$ cat config.mk
export PLATFORM = sky130hd
export DESIGN_NAME = imr_master
export DESIGN_NICKNAME = d
export VERILOG_FILES = /design/src/imr_pkg.sv /design/src/imr_brg_if.sv /design/src/imr_master.sv /design/src/imr_baud_gen.sv
export SDC_FILE = /design/constraint.sdc
export NUM_CORES = 1
export LEC_CHECK = 0
export BUFFER_PORTS_ARGS = -buffer_cell sky130_fd_sc_hd__buf_2
export CAP_MARGIN = 10
export CORE_ASPECT_RATIO = 1.4
export CORE_MARGIN = 1.5
export CORE_UTILIZATION = 58
export DETAILED_ROUTE_END_ITERATION = 6
export PLACE_DENSITY = 0.9
export SYNTH_ARGS = -nofsm -noshare
export SYNTH_HDL_FRONTEND = slang
export SYNTH_SLANG_ARGS = --single-unit
$ cat constraint.sdc
create_clock -name mclk -period 3.23 [get_ports mclk]
set_input_delay 0.1615 -clock mclk [delete_from_list [all_inputs] [get_ports mclk]]
set_output_delay 0.1615 -clock mclk [all_outputs]
set_load 0.005 [all_outputs]
$ cat src/imr_pkg.sv
// Shared constants and types for the I2C master receive, acknowledge, stop and arbitration block.
package imr_pkg;

	// ----------------------------------------
	// Widths and counts
	// ----------------------------------------
	localparam int unsigned DATA_W        = 8;
	localparam int unsigned BRG_W         = DATA_W + 1;
	localparam logic [3:0]  BIT_LAST_DATA = 4'h7;
	localparam logic [3:0]  BIT_ACK_SLOT  = 4'h8;

	// ----------------------------------------
	// Baud generator limits and reset values
	// ----------------------------------------
	localparam logic [DATA_W-1:0] RELOAD_MIN_VALID = 8'h03;
	localparam logic [DATA_W-1:0] RELOAD_RESET     = 8'h4f;
	localparam logic [DATA_W-1:0] DATA_RESET       = 8'h00;
	localparam logic [BRG_W-1:0]  BRG_COUNT_RESET  = 9'h000;

	// ----------------------------------------
	// Sequencer states
	// ----------------------------------------
	typedef enum logic [3:0] {
		ST_IDLE,
		ST_START_WAIT,
		ST_START_HOLD,
		ST_TX_LOW,
		ST_TX_HIGH,
		ST_RX_LOW,
		ST_RX_HIGH,
		ST_ACK_LOW,
		ST_ACK_HIGH,
		ST_STOP_LOW,
		ST_STOP_SCL,
		ST_STOP_SDA,
		ST_STOP_END
	} imr_state_t;

endpackage

$ cat src/imr_brg_if.sv
// Interface joining the sequencer to its baud-rate down-counter.
`timescale 1ns/1ps
interface imr_brg_if;
	import imr_pkg::*;

	logic [DATA_W-1:0] reload;
	logic              load;
	logic              run;
	logic              tick;

	modport ctrl (output reload, output load, output run, input tick);
	modport gen  (input reload, input load, input run, output tick);
endinterface

$ cat src/imr_master.sv
// I2C master sequencer: start, transmit, receive, acknowledge, stop, bus monitor and arbitration.
//
// Summary of operation
// - Receive request ignored unless unit idle.
// - Receive toggles SCL per rollover, shifts SDA.
// - After eighth clock: store byte, flag, hold SCL.
// - Buffer full set on store, cleared on read.
// - New byte while buffer full sets overflow.
// - Buffer write while busy sets write collision.
// - Acknowledge drives SCL low, SDA from ack value.
// - Acknowledge: period, release SCL, period, low, idle.
// - Stop: SDA low, count, release SCL, SDA.
// - Stop seen: flag, one period later interrupt.
// - Reset returns unit to idle and abandons transfer.
// - Start and stop status cleared when disabled.
// - Stop on busy bus raises interrupt.
// - Released one read back low sets collision.
// - Transmit collision: clear full, release lines.
// - Sequence collision: abort, release, clear requests.
// - After collision, stop on bus raises interrupt.
// - New write restarts byte from first bit.
// - Start with busy lines is a collision.
// - Address ack captured, interrupt after ninth clock.
// - Baud period from reload; tiny reloads invalid.
`timescale 1ns/1ps
module imr_master
	import imr_pkg::*;
(
	input  wire logic              mclk,                  // System clock, 125 MHz.
	input  wire logic              rst_n,                 // Asynchronous reset, active low.
	input  wire logic              clk_en,                // Freezes all state while low.
	input  wire logic              unit_enable,           // Serial unit enable level.
	input  wire logic [DATA_W-1:0] baud_reload,           // Baud counter reload value.
	input  wire logic              start_request_set,     // Pulse: request a Start.
	input  wire logic              stop_request_set,      // Pulse: request a Stop.
	input  wire logic              receive_request_set,   // Pulse: request reception of a byte.
	input  wire logic              ack_sequence_set,      // Pulse: request an acknowledge sequence.
	input  wire logic              ack_value,             // Acknowledge bit to send, 0 is ACK.
	input  wire logic              buf_wr,                // Pulse: write to the data buffer.
	input  wire logic [DATA_W-1:0] buf_wdata,             // Data written to the buffer.
	input  wire logic              buf_rd,                // Pulse: CPU reads the data buffer.
	input  wire logic              irq_clr,               // Pulse: clear the interrupt flag.
	input  wire logic              collision_clr,         // Pulse: clear the bus collision flag.
	input  wire logic              write_collision_clr,              // Pulse: clear the write collision flag.
	input  wire logic              overflow_clr,          // Pulse: clear the receive overflow flag.
	input  wire logic              scl_in,                // SCL line level.
	input  wire logic              sda_in,                // SDA line level.
	output logic                   scl_out,               // SCL drive value, always low.
	output logic                   scl_oe,                // High while pulling SCL low.
	output logic                   sda_out,               // SDA drive value, always low.
	output logic                   sda_oe,                // High while pulling SDA low.
	output logic [DATA_W-1:0]      data_buffer,           // Received data buffer.
	output logic                   buffer_full,           // Buffer holds unread or unsent data.
	output logic                   serial_irq_flag,       // Sticky serial interrupt flag.
	output logic                   receive_overflow,      // Byte arrived while buffer full.
	output logic                   write_collision,       // Buffer write refused.
	output logic                   ack_status,            // Last acknowledge read from slave.
	output logic                   bus_collision_flag,    // Arbitration lost.
	output logic                   start_detected,        // Start seen last on the bus.
	output logic                   stop_detected,         // Stop seen last on the bus.
	output logic                   start_request,         // Start in progress.
	output logic                   stop_request,          // Stop in progress.
	output logic                   receive_request,       // Reception in progress.
	output logic                   ack_sequence_request   // Acknowledge in progress.
);

	// ----------------------------------------
	// State
	// ----------------------------------------
	imr_brg_if brg ();

	imr_state_t        state_reg, state_next;
	logic [DATA_W-1:0] shift_reg, shift_next;
	logic [3:0]        bit_reg, bit_next;
	logic [DATA_W-1:0] data_buffer_reg, data_buffer_next;
	logic              full_reg, full_next;
	logic              irq_reg, irq_next;
	logic              ovf_reg, ovf_next;
	logic              write_collision_reg, write_collision_next;
	logic              ackst_reg, ackst_next;
	logic              bcol_reg, bcol_next;
	logic              sdet_reg, sdet_next;
	logic              pdet_reg, pdet_next;
	logic              scl_hold_reg, scl_hold_next;
	logic              sda_hold_reg, sda_hold_next;
	logic              scl_oe_reg, scl_oe_next;
	logic              sda_oe_reg, sda_oe_next;
	logic              scl_prev_reg, sda_prev_reg;
	logic              pin_low_reg;

	logic              idle_free;
	logic              start_ev;
	logic              stop_ev;
	logic              collide;
	logic              irq_set;
	logic              wait_scl;

	// Values below the minimum make the bus clock too fast to arbitrate, so they are clamped.
	assign brg.reload = (baud_reload < RELOAD_MIN_VALID) ? RELOAD_MIN_VALID : baud_reload;

	imr_baud_gen u_baud (
		.mclk   (mclk),
		.rst_n  (rst_n),
		.clk_en (clk_en),
		.brg    (brg)
	);

	// ----------------------------------------
	// Bus monitor
	// ----------------------------------------
	assign start_ev  = scl_in && scl_prev_reg && sda_prev_reg && !sda_in;
	assign stop_ev   = scl_in && scl_prev_reg && !sda_prev_reg && sda_in;
	assign idle_free = (state_reg == ST_IDLE);

	// High phases stretch: the counter stays loaded until SCL is really high.
	always_comb begin
		wait_scl = 1'b0;
		case (state_reg)
			ST_TX_HIGH, ST_RX_HIGH, ST_ACK_HIGH, ST_STOP_SCL: wait_scl = !scl_in;
			ST_STOP_LOW: wait_scl = sda_in;
			default: wait_scl = 1'b0;
		endcase
	end

	assign brg.run  = (state_reg != ST_IDLE);
	assign brg.load = (state_reg == ST_IDLE) || wait_scl;

	// ----------------------------------------
	// Sequencer
	// ----------------------------------------
	always_comb begin
		state_next       = state_reg;
		shift_next       = shift_reg;
		bit_next         = bit_reg;
		data_buffer_next = data_buffer_reg;
		full_next        = full_reg;
		ovf_next         = ovf_reg;
		write_collision_next        = write_collision_reg;
		ackst_next       = ackst_reg;
		scl_hold_next    = scl_hold_reg;
		sda_hold_next    = sda_hold_reg;
		sdet_next        = sdet_reg;
		pdet_next        = pdet_reg;
		collide          = 1'b0;
		irq_set          = 1'b0;

		if (start_ev) begin
			sdet_next = 1'b1;
			pdet_next = 1'b0;
		end
		if (stop_ev) begin
			pdet_next = 1'b1;
			sdet_next = 1'b0;
			irq_set   = sdet_reg;
		end
		if (buf_rd) begin
			full_next = 1'b0;
		end

		case (state_reg)
			ST_IDLE: begin
				if (buf_wr) begin
					data_buffer_next = buf_wdata;
					shift_next       = buf_wdata;
					bit_next         = 4'h0;
					full_next        = 1'b1;
					state_next       = ST_TX_LOW;
				end else if (start_request_set) begin
					if (!sda_in || !scl_in) begin
						collide = 1'b1;
					end else begin
						state_next = ST_START_WAIT;
					end
				end else if (receive_request_set) begin
					bit_next   = 4'h0;
					state_next = ST_RX_LOW;
				end else if (ack_sequence_set) begin
					state_next = ST_ACK_LOW;
				end else if (stop_request_set) begin
					state_next = ST_STOP_LOW;
				end
			end
			ST_START_WAIT: begin
				if (!scl_in) begin
					collide = 1'b1;
				end else if (!sda_in || brg.tick) begin
					state_next = ST_START_HOLD;
				end
			end
			ST_START_HOLD: begin
				if (brg.tick) begin
					sda_hold_next = 1'b1;
					scl_hold_next = 1'b0;
					irq_set       = 1'b1;
					state_next    = ST_IDLE;
				end
			end
			ST_TX_LOW: begin
				if (brg.tick) begin
					state_next = ST_TX_HIGH;
				end
			end
			ST_TX_HIGH: begin
				if (scl_in && !sda_in && bit_reg != BIT_ACK_SLOT && shift_reg[DATA_W-1]) begin
					collide = 1'b1;
				end else if (brg.tick) begin
					if (bit_reg == BIT_ACK_SLOT) begin
						ackst_next    = sda_in;
						irq_set       = 1'b1;
						scl_hold_next = 1'b1;
						sda_hold_next = 1'b0;
						state_next    = ST_IDLE;
					end else begin
						full_next  = (bit_reg == BIT_LAST_DATA) ? 1'b0 : full_next;
						shift_next = {shift_reg[DATA_W-2:0], 1'b0};
						bit_next   = bit_reg + 4'h1;
						state_next = ST_TX_LOW;
					end
				end
			end
			ST_RX_LOW: begin
				if (brg.tick) begin
					state_next = ST_RX_HIGH;
				end
			end
			ST_RX_HIGH: begin
				if (brg.tick) begin
					shift_next = {shift_reg[DATA_W-2:0], sda_in};
					bit_next   = bit_reg + 4'h1;
					state_next = ST_RX_LOW;
					if (bit_reg == BIT_LAST_DATA) begin
						data_buffer_next = {shift_reg[DATA_W-2:0], sda_in};
						full_next        = 1'b1;
						ovf_next         = ovf_reg || full_reg;
						irq_set          = 1'b1;
						scl_hold_next    = 1'b1;
						sda_hold_next    = 1'b0;
						state_next       = ST_IDLE;
					end
				end
			end
			ST_ACK_LOW: begin
				if (brg.tick) begin
					state_next = ST_ACK_HIGH;
				end
			end
			ST_ACK_HIGH: begin
				if (scl_in && !sda_in && ack_value) begin
					collide = 1'b1;
				end else if (brg.tick) begin
					scl_hold_next = 1'b1;
					sda_hold_next = 1'b0;
					irq_set       = 1'b1;
					state_next    = ST_IDLE;
				end
			end
			ST_STOP_LOW: begin
				if (brg.tick) begin
					state_next = ST_STOP_SCL;
				end
			end
			ST_STOP_SCL: begin
				if (brg.tick) begin
					state_next = ST_STOP_SDA;
				end
			end
			ST_STOP_SDA: begin
				if (scl_in && sda_in) begin
					pdet_next  = 1'b1;
					sdet_next  = 1'b0;
					state_next = ST_STOP_END;
				end
			end
			ST_STOP_END: begin
				if (brg.tick) begin
					irq_set       = 1'b1;
					scl_hold_next = 1'b0;
					sda_hold_next = 1'b0;
					state_next    = ST_IDLE;
				end
			end
			default: begin
				state_next = ST_IDLE;
			end
		endcase

		if (buf_wr && !idle_free) begin
			write_collision_next = 1'b1;
		end else if (write_collision_clr) begin
			write_collision_next = 1'b0;
		end
		if (overflow_clr && !(ovf_next && !ovf_reg)) begin
			ovf_next = 1'b0;
		end

		if (collide) begin
			state_next    = ST_IDLE;
			full_next     = 1'b0;
			scl_hold_next = 1'b0;
			sda_hold_next = 1'b0;
		end

		if (!unit_enable) begin
			state_next    = ST_IDLE;
			scl_hold_next = 1'b0;
			sda_hold_next = 1'b0;
			sdet_next     = 1'b0;
			pdet_next     = 1'b0;
		end
	end

	// Set beats clear on the interrupt and bus collision flags.
	always_comb begin
		irq_next  = irq_set || (irq_reg && !irq_clr);
		bcol_next = collide || (bcol_reg && !collision_clr);
	end

	// Lines are only ever pulled low; releasing a line drops its enable.
	always_comb begin
		scl_oe_next = 1'b0;
		sda_oe_next = 1'b0;
		case (state_next)
			ST_IDLE: begin
				scl_oe_next = scl_hold_next;
				sda_oe_next = sda_hold_next;
			end
			ST_START_HOLD: sda_oe_next = 1'b1;
			ST_TX_LOW, ST_TX_HIGH: begin
				scl_oe_next = (state_next == ST_TX_LOW);
				sda_oe_next = (bit_next != BIT_ACK_SLOT) && !shift_next[DATA_W-1];
			end
			ST_RX_LOW: scl_oe_next = 1'b1;
			ST_ACK_LOW, ST_ACK_HIGH: begin
				scl_oe_next = (state_next == ST_ACK_LOW);
				sda_oe_next = !ack_value;
			end
			ST_STOP_LOW: begin
				scl_oe_next = 1'b1;
				sda_oe_next = 1'b1;
			end
			ST_STOP_SCL: sda_oe_next = 1'b1;
			default: begin
				scl_oe_next = 1'b0;
				sda_oe_next = 1'b0;
			end
		endcase
	end

	// ----------------------------------------
	// Registers
	// ----------------------------------------
	always_ff @(posedge mclk or negedge rst_n) begin
		if (!rst_n) begin
			state_reg       <= ST_IDLE;
			shift_reg       <= DATA_RESET;
			bit_reg         <= 4'h0;
			data_buffer_reg <= DATA_RESET;
			full_reg        <= 1'b0;
			irq_reg         <= 1'b0;
			ovf_reg         <= 1'b0;
			write_collision_reg        <= 1'b0;
			ackst_reg       <= 1'b0;
			bcol_reg        <= 1'b0;
			sdet_reg        <= 1'b0;
			pdet_reg        <= 1'b0;
			scl_hold_reg    <= 1'b0;
			sda_hold_reg    <= 1'b0;
			scl_oe_reg      <= 1'b0;
			sda_oe_reg      <= 1'b0;
			scl_prev_reg    <= 1'b1;
			sda_prev_reg    <= 1'b1;
			pin_low_reg     <= 1'b0;
		end else if (clk_en) begin
			state_reg       <= state_next;
			shift_reg       <= shift_next;
			bit_reg         <= bit_next;
			data_buffer_reg <= data_buffer_next;
			full_reg        <= full_next;
			irq_reg         <= irq_next;
			ovf_reg         <= ovf_next;
			write_collision_reg        <= write_collision_next;
			ackst_reg       <= ackst_next;
			bcol_reg        <= bcol_next;
			sdet_reg        <= sdet_next;
			pdet_reg        <= pdet_next;
			scl_hold_reg    <= scl_hold_next;
			sda_hold_reg    <= sda_hold_next;
			scl_oe_reg      <= scl_oe_next;
			sda_oe_reg      <= sda_oe_next;
			scl_prev_reg    <= scl_in;
			sda_prev_reg    <= sda_in;
			pin_low_reg     <= 1'b0;
		end
	end

	// ----------------------------------------
	// Outputs
	// ----------------------------------------
	assign scl_out              = pin_low_reg;
	assign sda_out              = pin_low_reg;
	assign scl_oe               = scl_oe_reg;
	assign sda_oe               = sda_oe_reg;
	assign data_buffer          = data_buffer_reg;
	assign buffer_full          = full_reg;
	assign serial_irq_flag      = irq_reg;
	assign receive_overflow     = ovf_reg;
	assign write_collision      = write_collision_reg;
	assign ack_status           = ackst_reg;
	assign bus_collision_flag   = bcol_reg;
	assign start_detected       = sdet_reg;
	assign stop_detected        = pdet_reg;
	// Request bits mirror the registered state, so a collision clears them together.
	assign start_request        = (state_reg == ST_START_WAIT) || (state_reg == ST_START_HOLD);
	assign receive_request      = (state_reg == ST_RX_LOW) || (state_reg == ST_RX_HIGH);
	assign ack_sequence_request = (state_reg == ST_ACK_LOW) || (state_reg == ST_ACK_HIGH);
	assign stop_request         = (state_reg == ST_STOP_LOW) || (state_reg == ST_STOP_SCL) ||
	                              (state_reg == ST_STOP_SDA) || (state_reg == ST_STOP_END);

endmodule

$ cat src/imr_baud_gen.sv
// Reloadable baud-rate down-counter; one tick per baud period.
`timescale 1ns/1ps
module imr_baud_gen
	import imr_pkg::*;
(
	input  wire logic mclk,    // System clock.
	input  wire logic rst_n,   // Asynchronous reset, active low.
	input  wire logic clk_en,  // Freezes the counter while low.
	imr_brg_if.gen    brg      // Control from the sequencer.
);

	logic [BRG_W-1:0] count_reg;
	logic [BRG_W-1:0] count_next;
	logic [BRG_W-1:0] period_top;

	// One baud period is 2*(reload+1) clocks, so that a full bus clock takes 4*(reload+1).
	assign period_top = {brg.reload, 1'b1};
	assign brg.tick   = brg.run && !brg.load && (count_reg == BRG_COUNT_RESET);

	always_comb begin
		count_next = count_reg;
		if (brg.load || brg.tick) begin
			count_next = period_top;
		end else if (brg.run) begin
			count_next = count_reg - BRG_W'(1);
		end
	end

	always_ff @(posedge mclk or negedge rst_n) begin
		if (!rst_n) begin
			count_reg <= BRG_COUNT_RESET;
		end else if (clk_en) begin
			count_reg <= count_next;
		end
	end

endmodule

==> run metrics, run 1 <==
Hold Violations, Final=0; Slew Viols, Final=0; Worst-Margin Slew=1080 ps; NumNets Final=between 500 and 600; Setup crit start kind=flip-flop; power density cells=between 700 and 800 nW/um2; status=finished clean; initial antenna violation count=0; Max H-tree Level=2; CP max FO=21; total internal power=about 1.6 mW; Routed Antenna Nets=0; CP Class=reg2reg; Clk pwr share=12.6%; post-synthesis register bit count=47; sequential area share after synthesis=between 30 and 40%; post-route minimum period=~3000 ps; warnings from Yosys=0; die footprint=slightly below 7000 um2; CP endpoint kind=flip-flop; Slew headroom=between 20% and 30%; P_sw=around 1.5 mW; CTS tree=yes; Vias/cell=~6.6; Inserted Diodes=0; Clock Pin Slew Worst Setup and Hold Paths=about 90 ps; final setup TNS=0 ps; commonest non-fill, non-tap cell in the layout=buf_2; drt pass-1 iters=5; hold buffers post-CTS=0; hpwl dp=roughly 8400 um; Crit path arrival time=between 3000 and 4000 ps; pin count of the biggest net entering global routing=48; setup bufs post-CTS=0; unrepaired setup endpoints after global routing=false; Routed Wire Length=between 10000 and 15000 um; Avg Cell Area, Syn=just over 8 um2; max cap viols=0; routed len/inst=19.6 um; Combinational Power Share=a little over half; layout cells sized above 1=around a quarter; # IOs=57; clock sinks=47; Final period util=between 90 and 100%; via count=around 3.7k; clock buffer depth=2; post-synthesis cell area=approximately 3600 um2; Top FF cell, synth=dfrtp_1; global-route usage over all layers=between 30% and 40%; Core Footprint=about 6100 um2; Starting Density=approximately three fifths; Async S/R FF share, synth=between 90% and 100%; area delta synth->final=11.9%; PortBufs=54; Crit path required time=~3500 ps; Die Ht=around 97 um; Die Span X=69.9 um; Sw Share=between 40% and 50%; later-pin clock latency in the skew report=about 320 ps; static leakage power=1.68 nW; number of flops mapped to enable cells by yosys=0; most frequent cells in the layout=buf_2, nand2_1, nor2_1; Sequential Power Share=approximately a third; drt first-iter violations=302; Slowest Stage Delay on Critical Path=between 800 and 900 ps; final setup fails=0; first-pass GRT wire length=18000 um; Unique masters post-synth=between 80 and 90; DRC Markers=0; clock buffer count from CTS=5; clk root buf=clkbuf_8; Cell Rows=34; Post-Synthesis Cells=approximately 440; worst-path cell chain=nor2b_1 > a32o_2 > o21ai_1 > a21oi_2 > nand4_1 > a2bb2oi_1 > or3_1 > a41oi_2; max FFs per register=9; Min Hold Slack=~35 ps; Max Clock Freq=0.334 GHz; Fill cells=between 500 and 600; VDD IR max=around 0.37 mV; post-CTS sizing=0; Max Clock Skew=around 11 ps; vias in the first global route=~3.7k; Worst Hold Class=in2async; grt total ovfl=0; RePlAce Congestion=roughly 1.1; slowest cell on the critical path=dfrtp_1
==> metal layers <==
| metal | wire (um) | GRT usage [%] |
|---|---|---|
| met4 | 742 | 19.8 |
| met3 | 680 | 4.90 |
| met2 | 5480 | 57.9 |
| met1 | 4140 | 38.2 |
| met5 | 0 | 0 |
==> worst paths after layout <==
check                                start  slack, ps  cells past startpoint             endpoint
max                           state_reg[0]        240                      8               sda_oe
min                                  rst_n         40                      1  u_baud.count_reg[6]
min in group mclk             overflow_clr         40                      2     receive_overflow
max in group asynchronous            rst_n       2530                      1  u_baud.count_reg[1]
min reg2reg                serial_irq_flag        480                      2      serial_irq_flag
max reg2reg                   state_reg[0]        240                      8               sda_oe
==> Yosys cell counts, types with 5 or more instances <==
cell type   n  area, um2
buf_2      10       50.1
nand3b_1    8       60.1
nand2b_1    6       37.5
o21ai_0    34        170
dfrtp_1    45       1130
nand4_1     5       31.3
nand3_1    14       70.1
nor4_1      6       37.5
nor2b_1     8       50.1
a31oi_1    14       87.6
inv_1      11       41.3
nor3_1     15       75.1
a22oi_1     9       67.6
clkbuf_1   11       41.3
buf_4       5       37.5
nor2_1     48        180
nand2_1    51        191
and2_1      5       31.3
a21oi_1    31        155
==> power groups by stage <==
stage               sequential, mW  combinational [mW]  clock [mW]
global route                  1.09                1.79       0.419
global placement              1.06                1.57           0
floorplan                    0.976                1.20           0
detailed placement            1.07                1.61           0
finish                        1.06                1.64       0.390
CTS                           1.05                1.62       0.397
==> cell type report <==
cell class              count  area [um2]  share of cell area (%)
clock buffers               6        82.6                    2.03
clock inverters             2        16.3                   0.400
inverters                  13        48.8                    1.20
multi-input cells         353        2260                    55.6
flip-flops and latches     47        1180                    29.0
well taps                  72        90.1                    2.21
repair buffers             70         390                    9.59
==> worst max-delay path: cells and delay by family, from the launching register on <==
family / cells / cell delay [ps]
AO/OA/AOI/OAI: 5 / 1160
flip-flops: 1 / 830
AND/OR/NAND/NOR: 3 / 920
==> stage by stage <==
stage | cells | cell area (um2) | util, % | power [mW] | setup slack (ps)
global placement | 555 | 3970 | 64.8 | 2.63 | 398
global route | 563 | 4070 | 66.4 | 3.30 | 9.57
floorplan | 443 | 3640 | - | 2.18 | 788
finish | 563 | 4070 | 66.4 | 3.09 | 236
CTS | 563 | 4070 | 66.4 | 3.07 | 305
detailed placement | 555 | 3970 | 64.8 | 2.68 | 327
==> cells by family (layout without fill, tap and decap cells) <==
logic type	count (synthesis)	in the layout	share of synthesized area, %
xor+xnor	2	2	0.482
mux	8	8	2.68
buf+inv	43	91	5.50
compound gates	136	136	26.4
flops	47	47	32.4
fa+ha+maj	4	4	1.38
simple gates	201	201	31.1
other cells	1	2	0.103
No activity file was read; power rests on OpenSTA's default activity.
==> inputs of run 2 (changes only) <==
--- a/config.mk
+++ b/config.mk
@@ -10,8 +10,10 @@
 export CORE_ASPECT_RATIO = 1.4
 export CORE_MARGIN = 1.5
 export CORE_UTILIZATION = 58
+export CTS_CLUSTER_SIZE = 25
 export DETAILED_ROUTE_END_ITERATION = 6
 export PLACE_DENSITY = 0.9
+export RECOVER_POWER = 50
 export SYNTH_ARGS = -nofsm -noshare
 export SYNTH_HDL_FRONTEND = slang
 export SYNTH_SLANG_ARGS = --single-unit
==> run 2 against run 1 <==
  * Largest power group unchanged
  * Clock-buffer cell count is the same
  * Final cell count did not move
  * Highest routed layer unchanged
  * Clock power barely moved
  * Sequential power barely moved
  * The run now ends with max-capacitance violations, max-slew violations left
==> run metrics, run 2 (synthesis results as in run 1) <==
drt first-iter violations=~300; Setup crit start kind=flip-flop; Worst Hold Class=in2reg; Slew headroom=-73.1%; clk root buf=clkbuf_8; Max H-tree Level=2; vias in the first global route=3657; setup bufs post-CTS=0; Max Clock Freq=~0.33 GHz; global-route usage over all layers=33.3%; area of the multi-input gates=around 2300 um2; FF-to-FF setup slack=about 230 ps; final setup fails=0; Slowest Stage Delay on Critical Path=~840 ps; CTS tree=yes; VDD IR max=~0.37 mV; RePlAce Congestion=roughly 1.1; met1 wire length=4140 um; grt total ovfl=0; final setup TNS=0 ps; clock buffer count from CTS=5; register area=approximately 1200 um2; commonest non-fill, non-tap cell in the layout=nand2_1; Slew Viols, Final=48; met3 routed WL=689 um; max cap viols=1; Vias/cell=about 6.6; slowest cell on the critical path=dfrtp_1; clock sinks=between 40 and 50; NumNets Final=527; later-pin clock latency in the skew report=320 ps; status=complete, but fails checks; most frequent cells in the layout=nand2_1, buf_2, nor2_1; PortBufs=54; initial antenna violation count=0; Max Clock Skew=10.8 ps; Worst-Margin Slew=between 2000 and 3000 ps; hold buffers post-CTS=0; via count=roughly 3.7k; CP max FO=21; DRC Markers=0; power density cells=roughly 760 nW/um2; worst-path cell chain=nor2b_1 > a32o_2 > o21ai_1 > a21oi_2 > nand4_1 > a2bb2oi_1 > or3_1 > a41oi_2; buffers and inverters on the worst path=0; Final Total Pwr=~3.1 mW; unrepaired setup endpoints after global routing=false; post-route minimum period=3000 ps; layout cells sized above 1=23.0%; hpwl dp=between 8000 and 9000 um; first-pass GRT wire length=about 18000 um; routed len/inst=~20 um; Starting Density=59.4%; Final period util=slightly above 90%; Clock Pin Slew Worst Setup and Hold Paths=100 ps; Inserted Diodes=0; CP endpoint kind=flip-flop; top routing layer in use=met4; pin count of the biggest net entering global routing=48; drt pass-1 iters=6; Cell Rows=34; Routed Antenna Nets=0; clock buffer depth=2; Fill cells=around 550; Die Span X=around 70 um; # IOs=57; failing checks=max-capacitance violations, max-slew violations; Top delay family on crit path=compound AO/OA/AOI/OAI gates; max FFs per register=9; post-CTS sizing=0; static leakage power=about 1.7 nW; Routed Wire Length=around 11000 um; area delta synth->final=11.6%; CP Class=reg2reg; metal2 WL=approximately 5500 um; Hold Violations, Final=0; Crit path required time=3460 ps; die footprint=roughly 6800 um2; Core Footprint=6130 um2; Crit path arrival time=around 3200 ps; Die Ht=between 90 and 100 um
run 2: changes by cell type in the layout (fill, tap and decap cells not counted):
cell      previous run  this run
clkbuf_1             0         6
buf_2               54        49
buf_4               16        15
run 2: layout make-up:
class	count	share of cell area, %
multi-input cells	353	55.7
flip-flops and latches	47	29.0
repair buffers	70	9.37
well taps	72	2.22
clock buffers	6	2.03
inverters	13	1.20
clock inverters	2	0.401
run 2: through the flow:
stage	worst slack, ps	hold WS (ps)	instance area (um2)	instances	utilization [%]
CTS	305	35.8	4070	563	66.4
floorplan	788	-134	3640	443	-
finish	230	36.4	4060	563	66.3
detailed placement	327	367	3970	555	64.8
global placement	398	366	3970	555	64.8
global route	9.31	38.3	4060	563	66.3
run 2: final timing paths:
path,start,to,depth (start not counted)
worst max-delay path,state_reg[0],sda_oe,8
worst min-delay path,overflow_clr,receive_overflow,2
worst max register to register,state_reg[0],sda_oe,8
worst min register to register,serial_irq_flag,serial_irq_flag,2
max in group asynchronous,rst_n,u_baud.count_reg[1],1
min in group asynchronous,rst_n,u_baud.count_reg[6],1
run 2: report_power, final:
part	internal (mW)	leakage [nW]	total, mW	switching, mW
Sequential	0.798	0.576	1.06	0.265
Combinational	0.656	1.04	1.64	0.981
Clock	0.175	0.0474	0.390	0.215
Total	1.63	1.67	3.09	1.46
run 2: per-layer routing:
layer / GRT usage (%) / vias to the layer above
met5: 0 / -
met3: 4.90 / 64
met4: 19.8 / 0
met1: 38.2 / 1747
li1: - / 1725
met2: 57.9 / 206
